`src/hdl/pes_defs.svh`:
```
`ifndef PES_DEFS_SVH
`define PES_DEFS_SVH
// register byte offsets
`define PES_CTRL_OFS   8'h00
`define PES_STAT_OFS   8'h04
`define PES_MASK_OFS   8'h08
`define PES_STATE_OFS  8'h0c
// ctrl fields
`define PES_CTRL_FORCE 0
// status and mask fields
`define PES_ST_REPEAT  0
`define PES_ST_SKIP    1
`define PES_ST_FORCED  2
// state register fields
`define PES_SR_OCC     0
`define PES_SR_SLIP    4
`define PES_SR_PEND    8
`define PES_SR_LCNT    16
// reset values
`define PES_MASK_RST   3'h0
// line counter preset: frame a, slot 30, bit 8
`define PES_LINE_PRESET 9'h0f7
// store occupancy: nominal and guard limits, guards two off nominal
// so that two frames of slip land back on nominal
`define PES_NOMINAL    3'h4
`define PES_GUARD_HI   3'h6
`define PES_GUARD_LO   3'h2
// store entry flag positions
`define PES_E_INSA     13
`define PES_E_INSB     14
`endif

```
`src/hdl/pes_pkg.sv`:
```
package pes_pkg;
  // slip action, also the pending second-frame state
  typedef enum logic [1:0] {
    slip_none   = 2'b00,
    slip_repeat = 2'b01,
    slip_skip   = 2'b10
  } pes_slip_e;
  // one store entry: flags, channel number, word
  typedef logic [14:0] pes_entry_t;
endpackage : pes_pkg

```
`src/hdl/pes_elastic_store.sv`:
```
// The register addresses and the APB interface to the registers were decided locally.
`timescale 1ns/1ns
`include "pes_defs.svh"
// Overview of operation
// - 9-bit line counter, preset by preset input
// - counter decode gives slip timing, inserter enables
// - counter steers store write strobes and guards
// - all 32 channel words retimed to exchange side
// - channel number carried, 5-bit parallel output
// - slip decided by guards against read reference
// - 4-bit read counter gives reference, eight strobes
// - slip repeats or skips channel 0, two frames
// - normal slip restores nominal store separation
// - other channels pass unchanged during slips
// - forced slip acts for one frame only
// - alignment frame bits 3-8 take spares 1-6
// - non-alignment: bit2 one, spare 7, slip flag
// - master reset inits slip and read timing
// - channel number changes on read clock fall
// - serial data changes on exchange clock rise
// - alignment frame keeps only bits 1-2 of the line word
module pes_elastic_store #(
  parameter int PTR_W = 3
) (
  // system
  input  wire logic        clock_in,
  input  wire logic        sys_rst_in,
  // apb slave
  input  wire logic [7:0]  paddr_in,
  input  wire logic        psel_in,
  input  wire logic        penable_in,
  input  wire logic        pwrite_in,
  input  wire logic [31:0] pwdata_in,
  output logic      [31:0] prdata_out,
  output logic             pready_out,
  output logic             pslverr_out,
  // line side
  input  wire logic        line_clock_in,
  input  wire logic        line_data_in,
  input  wire logic        line_counter_preset_in,
  // exchange side
  input  wire logic        exchange_clock_in,
  input  wire logic        read_clock_in,
  input  wire logic        master_reset_n_in,
  input  wire logic        forced_slip_in,
  input  wire logic [6:0]  spare_bit_inputs_in,
  output logic             serial_data_out,
  output logic [4:0]       channel_number_out,
  // interrupt
  output logic             irq_out
);
  import pes_pkg::*;

  // depth 8: a slip moves two entries, so guards need two of margin each way
  localparam int DEPTH = 1 << PTR_W;
  localparam int SW    = 14;

  // raw pin inputs, all foreign to clock_in
  logic [SW-1:0] raw;
  logic [SW-1:0] s1_q;  // first stage, read only by s2
  logic [SW-1:0] s2_q;  // synchronised
  logic [SW-1:0] s3_q;  // previous, for edges
  assign raw = {spare_bit_inputs_in, forced_slip_in, master_reset_n_in,
                exchange_clock_in, read_clock_in, line_counter_preset_in,
                line_data_in, line_clock_in};

  // two-flop synchroniser plus edge history
  always_ff @(posedge clock_in) begin
    if (sys_rst_in) begin
      s1_q <= '0;
      s2_q <= '0;
      s3_q <= '0;
    end else begin
      s1_q <= raw;
      s2_q <= s1_q;
      s3_q <= s2_q;
    end
  end

  // edges and levels on the synchronised side
  logic lc_rise, rc_rise, rc_fall, ce_rise, frc_rise;
  logic din, preset, mr_n, rd_rst;
  logic [6:0] sp;
  assign lc_rise  = s2_q[0] & ~s3_q[0];
  assign din      = s2_q[1];
  assign preset   = s2_q[2];
  assign rc_rise  = s2_q[3] & ~s3_q[3];
  assign rc_fall  = ~s2_q[3] & s3_q[3];
  assign ce_rise  = s2_q[4] & ~s3_q[4];
  assign mr_n     = s2_q[5];
  assign frc_rise = s2_q[6] & ~s3_q[6];
  assign sp       = s2_q[13:7];
  // master reset covers slip control and read timing
  assign rd_rst   = sys_rst_in | ~mr_n;

  // line timing counter
  logic [8:0] lcnt_q;
  logic [8:0] lcnt_d;
  always_comb begin
    if (preset) lcnt_d = `PES_LINE_PRESET;
    else        lcnt_d = 9'(lcnt_q + 9'h001);
  end

  always_ff @(posedge clock_in) begin
    if (sys_rst_in) lcnt_q <= '0;
    else if (lc_rise) lcnt_q <= lcnt_d;
  end

  // serial-to-word shifter on the line clock
  logic [6:0] wsh_q;
  always_ff @(posedge clock_in) begin
    if (sys_rst_in) wsh_q <= '0;
    else if (lc_rise) wsh_q <= {wsh_q[5:0], din};
  end

  // counter decode: word end, slot, frame
  logic       wdone, wch0, wframe;
  logic [4:0] wch;
  pes_entry_t went;
  assign wch    = lcnt_d[7:3];
  assign wframe = lcnt_d[8];  // low is the alignment frame
  assign wdone  = lc_rise & (lcnt_d[2:0] == 3'h7);  // whole words only
  assign wch0   = wdone & (wch == 5'h00);  // slip command timing
  // inserter enables travel with the word
  assign went = {wch0 & wframe, wch0 & ~wframe, wch, wsh_q, din};

  // store pointers; occupancy is the guard measure
  logic [PTR_W:0] wr_ptr_q, rd_ptr_q, occ;
  assign occ = (PTR_W+1)'(wr_ptr_q - rd_ptr_q);

  // slip controller state
  pes_slip_e pend_q;
  pes_slip_e act;
  logic      force_q, fused, slip_ind_q;

  // slip decision at each channel 0 write
  always_comb begin
    act   = slip_none;
    fused = 1'b0;
    if (wch0) begin
      if (pend_q != slip_none) begin
        act = pend_q;  // second frame of slip
      end else if (occ >= `PES_GUARD_HI) begin
        act = slip_skip;  // write near read, jump
      end else if (occ <= `PES_GUARD_LO) begin
        act = slip_repeat;  // read near write, repeat
      end else if (force_q) begin
        fused = 1'b1;
        act   = (occ >= `PES_NOMINAL) ? slip_skip : slip_repeat;
      end
    end
  end

  // pending second frame; forced slips never pend
  always_ff @(posedge clock_in) begin
    if (rd_rst) begin
      pend_q <= slip_none;
    end else if (wch0) begin
      if (pend_q == slip_none && !fused) pend_q <= act;
      else pend_q <= slip_none;
    end
  end

  // ctrl write pulse from the bus
  logic wr_ctrl_force;

  // forced request held until a channel 0 uses it
  always_ff @(posedge clock_in) begin
    if (rd_rst) force_q <= 1'b0;
    else force_q <= frc_rise | wr_ctrl_force | (force_q & ~fused);
  end

  // write pointer: +1 normal, +2 repeat, hold on skip
  always_ff @(posedge clock_in) begin
    if (rd_rst) begin
      wr_ptr_q <= (PTR_W+1)'(`PES_NOMINAL);  // nominal margin
    end else if (wdone) begin
      case (act)
        slip_repeat: wr_ptr_q <= (PTR_W+1)'(wr_ptr_q + 2'd2);
        slip_skip:   wr_ptr_q <= wr_ptr_q;
        default:     wr_ptr_q <= (PTR_W+1)'(wr_ptr_q + 2'd1);
      endcase
    end
  end

  // the store itself, one entry per slot
  pes_entry_t store_q [DEPTH];
  logic [DEPTH-1:0] we, rstb;

  // per entry write and read strobes
  for (genvar i = 0; i < DEPTH; i++) begin : g_ent
    assign we[i] = wdone &&
      ((act != slip_skip && wr_ptr_q[PTR_W-1:0] == PTR_W'(i)) ||
       (act == slip_repeat &&
        PTR_W'(wr_ptr_q[PTR_W-1:0] + 1'b1) == PTR_W'(i)));
    assign rstb[i] = (rd_ptr_q[PTR_W-1:0] == PTR_W'(i));
    // data and channel number stored together
    always_ff @(posedge clock_in) begin
      if (we[i]) store_q[i] <= went;
    end
  end

  // read mux gated by the read strobes
  pes_entry_t rent;
  always_comb begin
    rent = '0;
    for (int k = 0; k < DEPTH; k++) begin
      rent = rent | (store_q[k] & {15{rstb[k]}});
    end
  end

  // slot 0 inserter on the read word
  logic [7:0] ins;
  always_comb begin
    ins = rent[7:0];
    if (rent[`PES_E_INSA]) begin
      ins[5:0] = {sp[0], sp[1], sp[2], sp[3], sp[4], sp[5]};
    end
    if (rent[`PES_E_INSB]) begin
      ins[6] = 1'b1;
      ins[5] = sp[6];
      ins[4] = slip_ind_q;
    end
  end

  // read counter; empty store rereads, never skips
  always_ff @(posedge clock_in) begin
    if (rd_rst) rd_ptr_q <= '0;
    else if (rc_rise && occ != '0) rd_ptr_q <= (PTR_W+1)'(rd_ptr_q + 1'b1);
  end

  // slip flag: set by a slip, cleared once sent
  always_ff @(posedge clock_in) begin
    if (rd_rst) slip_ind_q <= 1'b0;
    else if (act != slip_none) slip_ind_q <= 1'b1;  // set wins
    else if (rc_rise && rent[`PES_E_INSB]) slip_ind_q <= 1'b0;
  end

  // output word staging and serial shifter
  logic [7:0] word_q, sh_q;
  logic       ld_q, dout_q;
  logic [4:0] num_pend_q, num_q;
  always_ff @(posedge clock_in) begin
    if (rd_rst) begin
      word_q <= '0;
      sh_q   <= '0;
      ld_q   <= 1'b0;
      dout_q <= 1'b0;
    end else begin
      if (ce_rise) begin
        if (ld_q) begin
          dout_q <= word_q[7];
          sh_q   <= {word_q[6:0], 1'b0};
          ld_q   <= 1'b0;
        end else begin
          dout_q <= sh_q[7];
          sh_q   <= {sh_q[6:0], 1'b0};
        end
      end
      // a new word waits for the next exchange edge
      if (rc_rise) begin
        word_q <= ins;
        ld_q   <= 1'b1;
      end
    end
  end

  // channel number: latched on rise, shown on fall
  always_ff @(posedge clock_in) begin
    if (rd_rst) begin
      num_pend_q <= '0;
      num_q      <= '0;
    end else begin
      if (rc_rise) num_pend_q <= rent[12:8];
      if (rc_fall) num_q <= num_pend_q;
    end
  end

  // apb: one wait state, answers from flops
  logic        pready_q, pslverr_q, acc_wr;
  logic [31:0] prdata_q;
  logic [2:0]  stat_q, mask_q, ev;
  logic        irq_q;
  assign acc_wr = psel_in & penable_in & pready_q & pwrite_in;
  assign wr_ctrl_force = acc_wr & (paddr_in == `PES_CTRL_OFS) &
                         pwdata_in[`PES_CTRL_FORCE];

  // read data and error captured in the first access cycle
  always_ff @(posedge clock_in) begin
    if (sys_rst_in) begin
      pready_q  <= 1'b0;
      pslverr_q <= 1'b0;
      prdata_q  <= '0;
    end else begin
      pready_q  <= psel_in & penable_in & ~pready_q;
      pslverr_q <= 1'b0;
      prdata_q  <= '0;
      if (psel_in && penable_in && !pready_q) begin
        case (paddr_in)
          `PES_CTRL_OFS: prdata_q <= '0;
          `PES_STAT_OFS: prdata_q <= {29'h0, stat_q};
          `PES_MASK_OFS: prdata_q <= {29'h0, mask_q};
          `PES_STATE_OFS: begin
            prdata_q[`PES_SR_OCC +: 4]  <= 4'(occ);
            prdata_q[`PES_SR_SLIP]      <= slip_ind_q;
            prdata_q[`PES_SR_PEND +: 2] <= pend_q;
            prdata_q[`PES_SR_LCNT +: 9] <= lcnt_q;
          end
          default: pslverr_q <= 1'b1;  // unmapped
        endcase
      end
    end
  end

  // mask register steers the interrupt line
  always_ff @(posedge clock_in) begin
    if (sys_rst_in) mask_q <= `PES_MASK_RST;
    else if (acc_wr && paddr_in == `PES_MASK_OFS) mask_q <= pwdata_in[2:0];
  end

  // sticky events, write one to clear, set wins
  assign ev = {fused, act == slip_skip, act == slip_repeat};
  always_ff @(posedge clock_in) begin
    if (sys_rst_in) stat_q <= '0;
    else if (acc_wr && paddr_in == `PES_STAT_OFS) stat_q <= ev | (stat_q & ~pwdata_in[2:0]);
    else stat_q <= ev | stat_q;
  end

  // level interrupt
  always_ff @(posedge clock_in) begin
    if (sys_rst_in) irq_q <= 1'b0;
    else irq_q <= |(stat_q & mask_q);
  end

  assign prdata_out         = prdata_q;
  assign pready_out         = pready_q;
  assign pslverr_out        = pslverr_q;
  assign serial_data_out    = dout_q;
  assign channel_number_out = num_q;
  assign irq_out            = irq_q;
endmodule : pes_elastic_store

```
`config.mk`:
```
export PLATFORM = sky130hd
export DESIGN_NAME = pes_elastic_store
export DESIGN_NICKNAME = d
export VERILOG_FILES = /design/src/hdl/pes_pkg.sv /design/src/hdl/pes_elastic_store.sv
export VERILOG_INCLUDE_DIRS = /design/src /design/src/hdl
export SDC_FILE = /design/constraint.sdc
export NUM_CORES = 1
export LEC_CHECK = 0
export BUFFER_PORTS_ARGS = -buffer_cell sky130_fd_sc_hd__buf_2
export CELL_PAD_IN_SITES_DETAIL_PLACEMENT = 1
export CELL_PAD_IN_SITES_GLOBAL_PLACEMENT = 2
export CORE_MARGIN = 10
export CORE_UTILIZATION = 36
export CTS_CLUSTER_DIAMETER = 80
export DETAILED_ROUTE_END_ITERATION = 12
export PLACE_DENSITY = 0.76
export SYNTH_ARGS = -nofsm -noshare
export SYNTH_HDL_FRONTEND = slang
export SYNTH_SLANG_ARGS = --single-unit
```
`constraint.sdc`:
```
create_clock -name clock_in -period 4.55 [get_ports clock_in]
set_clock_uncertainty 0.15 [all_clocks]
set_input_delay 0.6825 -clock clock_in [delete_from_list [all_inputs] [get_ports clock_in]]
set_output_delay 0.6825 -clock clock_in [all_outputs]
set_load 0.005 [all_outputs]
```
==> impl_results.md <==
- WL met1: between 9000 and 10,000 µm
- Clock sinks: approximately 230
- Crit path time final: 3.804 ns
- Worst setup EP type: flip-flop
- HPWL after DPL: between 10,000 and 15,000 µm
- Crit path DAT: between 3 and 4 ns
- Met2 wire len: between 10,000 and 15,000 µm
- Area of the core: 25,040 µm²
- Worst Path Required: ~4.7 ns
- ANT nets after route: 0
- Worst r2r src: wr_ptr_q[0]
- Fmax: between 200 and 300 MHz
- CP peak stage delay: approximately 0.51 ns
- DR pass1 iterations: 5
- Hold Vio Cnt, Final: 0
- Main combinational cell family by area after synthesis: simple AND/OR/NAND/NOR gates
- EDFF count, synth: 120
- Hold_sp: exchange_clock_in
- Max clock buf depth: 3
- Multi-input gate area: between 2000 and 3000 µm²
- Drc violations: 0
- Fraction of registers with async set/reset: 0%
- Total number of vias: 5,942
- Status: complete, no violations
- Hold crit path type: input pin to flip-flop
- Setup CP Type: flip-flop to flip-flop
- All-layer global routing usage: approximately 14%
- Post-CTS Repair Setup Buffers: 0
- Starting Density: between 30 and 40%
- Sequential area share after synthesis: approximately 64%
- Post-CTS Resized: 0
- Crit path max-delay cell type: xor2_1
- DR top layer: met4
- CTS buffer count: 24
- Mux contribution to synthesized area: just under 3%
- Area Overhead vs Synth: 14.96%
- Critical Path Start Type: flip-flop
- Final cycle utilization of the critical path: 83.61%
- CP startpoint: wr_ptr_q[0]
- Synth Register Bits: about 230
- R2R Setup Slk: 0.75 ns
- Total power: around 4.3 mW
- Latest clock arrival within the worst-skew pair: 0.52 ns
- Worst-Margin Slew: ~1.3 ns
- Diodes inserted: 0
- Root buffer cell: clkbuf_16
- Worst VDD drop: roughly 0.00021 V
- RSZ-0062 raised after global routing: false
- FF-to-FF End: store_q[1][38]
- Initial antenna violation count: 0
- Total Wirelength: approximately 23,000 µm
- First-pass GRT wire length: roughly 35,000 µm
- Post-Synth XOR/XNOR Area: less than 1%
- Synthesized instance count: about 740
- Largest net degree at the start of global routing: 32
- Fin. max-slew vios: 0
- Vias in the first global route: around 6,400
- Clock slew at reported path FFs: ~0.060 ns
- Die X: 179.0 µm
- PD cells: between 400 and 500 nW/µm²
- Synth cell types: 67
- Wirelength per Cell: 19.79 µm
- Leakage: 3.761 nW
- Die ar.: 32,040 µm²
- Final setup vio count: 0
- Post-Synth Simple-Gate Area: roughly an eighth
- Vias per cell: between 5 and 6
- Fillers: 2,665
- Die height: between 150 and 200 µm
- Relative slew margins: between 10% and 20%
- YS warnings: 0
- Layout cells sized above 1: between 10% and 20%
- PortBufs: 54
- Synth Area per Inst: 12.33 µm²
- TritonCTS clock tree: done
- Register area: a little under 6000 µm²
- CP Cell Sequence: inv_1, ha_1, inv_1, fa_1, xor2_1, o21ai_0, a21oi_1, nor2_1, or2_1, ha_1, nor2b_1, a22oi_1, nor2_1, buf_4
- Num rows: between 50 and 60
- Commonest register cell after synthesis: edfxtp_1
- Mapped cell area: slightly above 9000 µm²
- Worst setup path end: store_q[1][38]
- Worst Path Max Fanout: 15
- Max cap viols: 0
- Top-Level Pins: 100
- DR iter-0 viols: approximately 360
- Nets: 873
- Gpl congestion: around 0.8
- Post-synthesis compound-gate area fraction: roughly an eighth
- Setup TNS: 0 ns
- Met3 wire len: 1057 µm
- H-tree levels: 1
- Fraction of the mapped netlist area in adder cells: under 10%
- Total gr overflow: 0
- R2R cell count: 14
- CTS Hold Bufs: 0
synthesized netlist by cell type, drive strengths merged (2+ instances only):
master	instances	area [µm²]
a222oi	30	300.3
nor2b	42	262.8
a221o	3	30.03
or4	2	15.01
dfxtp	112	2242
a32oi	4	35.03
xnor2	2	17.52
a22oi	12	90.09
edfxtp	120	3603
ha	21	262.8
o21ai	17	85.08
nand3	16	80.08
nor2	56	212.7
a221oi	5	43.79
mux2i	17	170.2
and2	10	63.81
xor2	6	52.55
clkbuf	30	116.4
a211oi	11	95.09
nand4	5	37.53
nand2	69	259.0
a31oi	3	18.77
or3	3	18.77
o211ai	8	60.06
nand3b	3	22.52
inv	12	45.04
a21oi	38	193.9
a22o	2	17.52
nor3	14	86.34
nand2b	7	43.79
mux2	8	93.83
buf	27	191.4
a21o	2	15.01
o211a	2	20.02
cells by family after synthesis:
kind of cell / after synthesis
adders and majority gates: 22
xor gates and xnor gates: 8
AOI/OAI and AO/OA: 145
muxes: 25
DFF: 232
and+or+nand+nor: 235
other: 1
buffers and inverters: 70
critical path, delay by kind of cell, from the launching register on:
family                   cells  cell delay (ns)
flip-flops                   1             0.37
adder cells (fa/ha/maj)      3             0.87
AND/OR/NAND/NOR              4             0.60
XOR/XNOR                     1             0.51
AO/OA/AOI/OAI                3             0.61
buffers and inverters        3             0.42
how the worst min path moves through the flow:
stage,end,depth (start not counted)
after floorplan,s2_q[0],1
after global placement,s2_q[6],1
after detailed placement,s2_q[5],1
after CTS,s1_q[10],2
after global routing,s1_q[10],2
final,s1_q[4],2
flip-flops by register name (all words and copies together), names as in the netlist:
signal	flops
channel_number_out	5
ld_q	1
pslverr_out	1
sh_q	7
store_q	120
force_q	1
pready_out	1
lcnt_q	9
s1_q	14
prdata_out	16
mask_q	3
s2_q	14
stat_q	3
num_pend_q	5
s3_q	4
word_q	8
irq_out	1
wsh_q	7
rd_ptr_q	4
slip_ind_q	1
serial_data_out	1
pend_q	2
wr_ptr_q	4
layout make-up:
type | instances | share of cell area [%]
Sequential cell | 232 | 55.87
Clock inverter | 14 | 1.267
Tap cell | 330 | 3.946
Clock buffer | 30 | 6.445
Timing Repair Buffer | 70 | 3.731
Inverter | 13 | 0.4663
Multi-Input combinational cell | 451 | 28.28
layer usage:
layer | vias up | GRT usage, %
met2 | 131 | 24.34
met4 | 0 | 2.825
met1 | 2991 | 17.60
met5 | - | 0
met3 | 25 | 2.548
li1 | 2795 | -
through the flow:
| stage | worst slack, ns | std cells | area, µm² | util, % | hold WS, ns |
|---|---|---|---|---|---|
| 6_report | 0.7457 | 1140 | 10460 | 41.79 | 0.2286 |
| 5_1_grt | 0.3831 | 1140 | 10460 | 41.79 | 0.2132 |
| 4_1_cts | 0.7147 | 1140 | 10460 | 41.79 | 0.2081 |
| 3_5_place_dp | 0.7702 | 1096 | 9657 | 38.57 | 0.2777 |
| 3_3_place_gp | 0.9064 | 1096 | 9657 | 38.57 | 0.2708 |
| 2_1_floorplan | 0.2979 | 753 | 9159 | - | 0.2638 |
placed cells by master, fill, tap and decap left out, types with 7 or more instances in the layout:
master	n
nand3_1	16
dfxtp_1	112
edfxtp_1	120
buf_2	54
nor2_1	55
a21oi_1	37
a211oi_1	10
and2_1	9
inv_1	13
nor3_1	12
nand2_1	69
nand2b_1	7
o211ai_1	8
o21ai_0	15
ha_1	21
conb_1	16
clkbuf_16	25
mux2i_1	17
nor2b_1	41
a222oi_1	30
a22oi_1	12
buf_4	16
power by group:
group | internal [mW] | leakage, nW | switching (mW)
clock | 1.17 | 0.400 | 0.799
combinational | 0.0347 | 1.35 | 0.0605
sequential | 2.20 | 2.01 | 0.0122
total | 3.41 | 3.76 | 0.872
(Power assumes the default switching activity.)
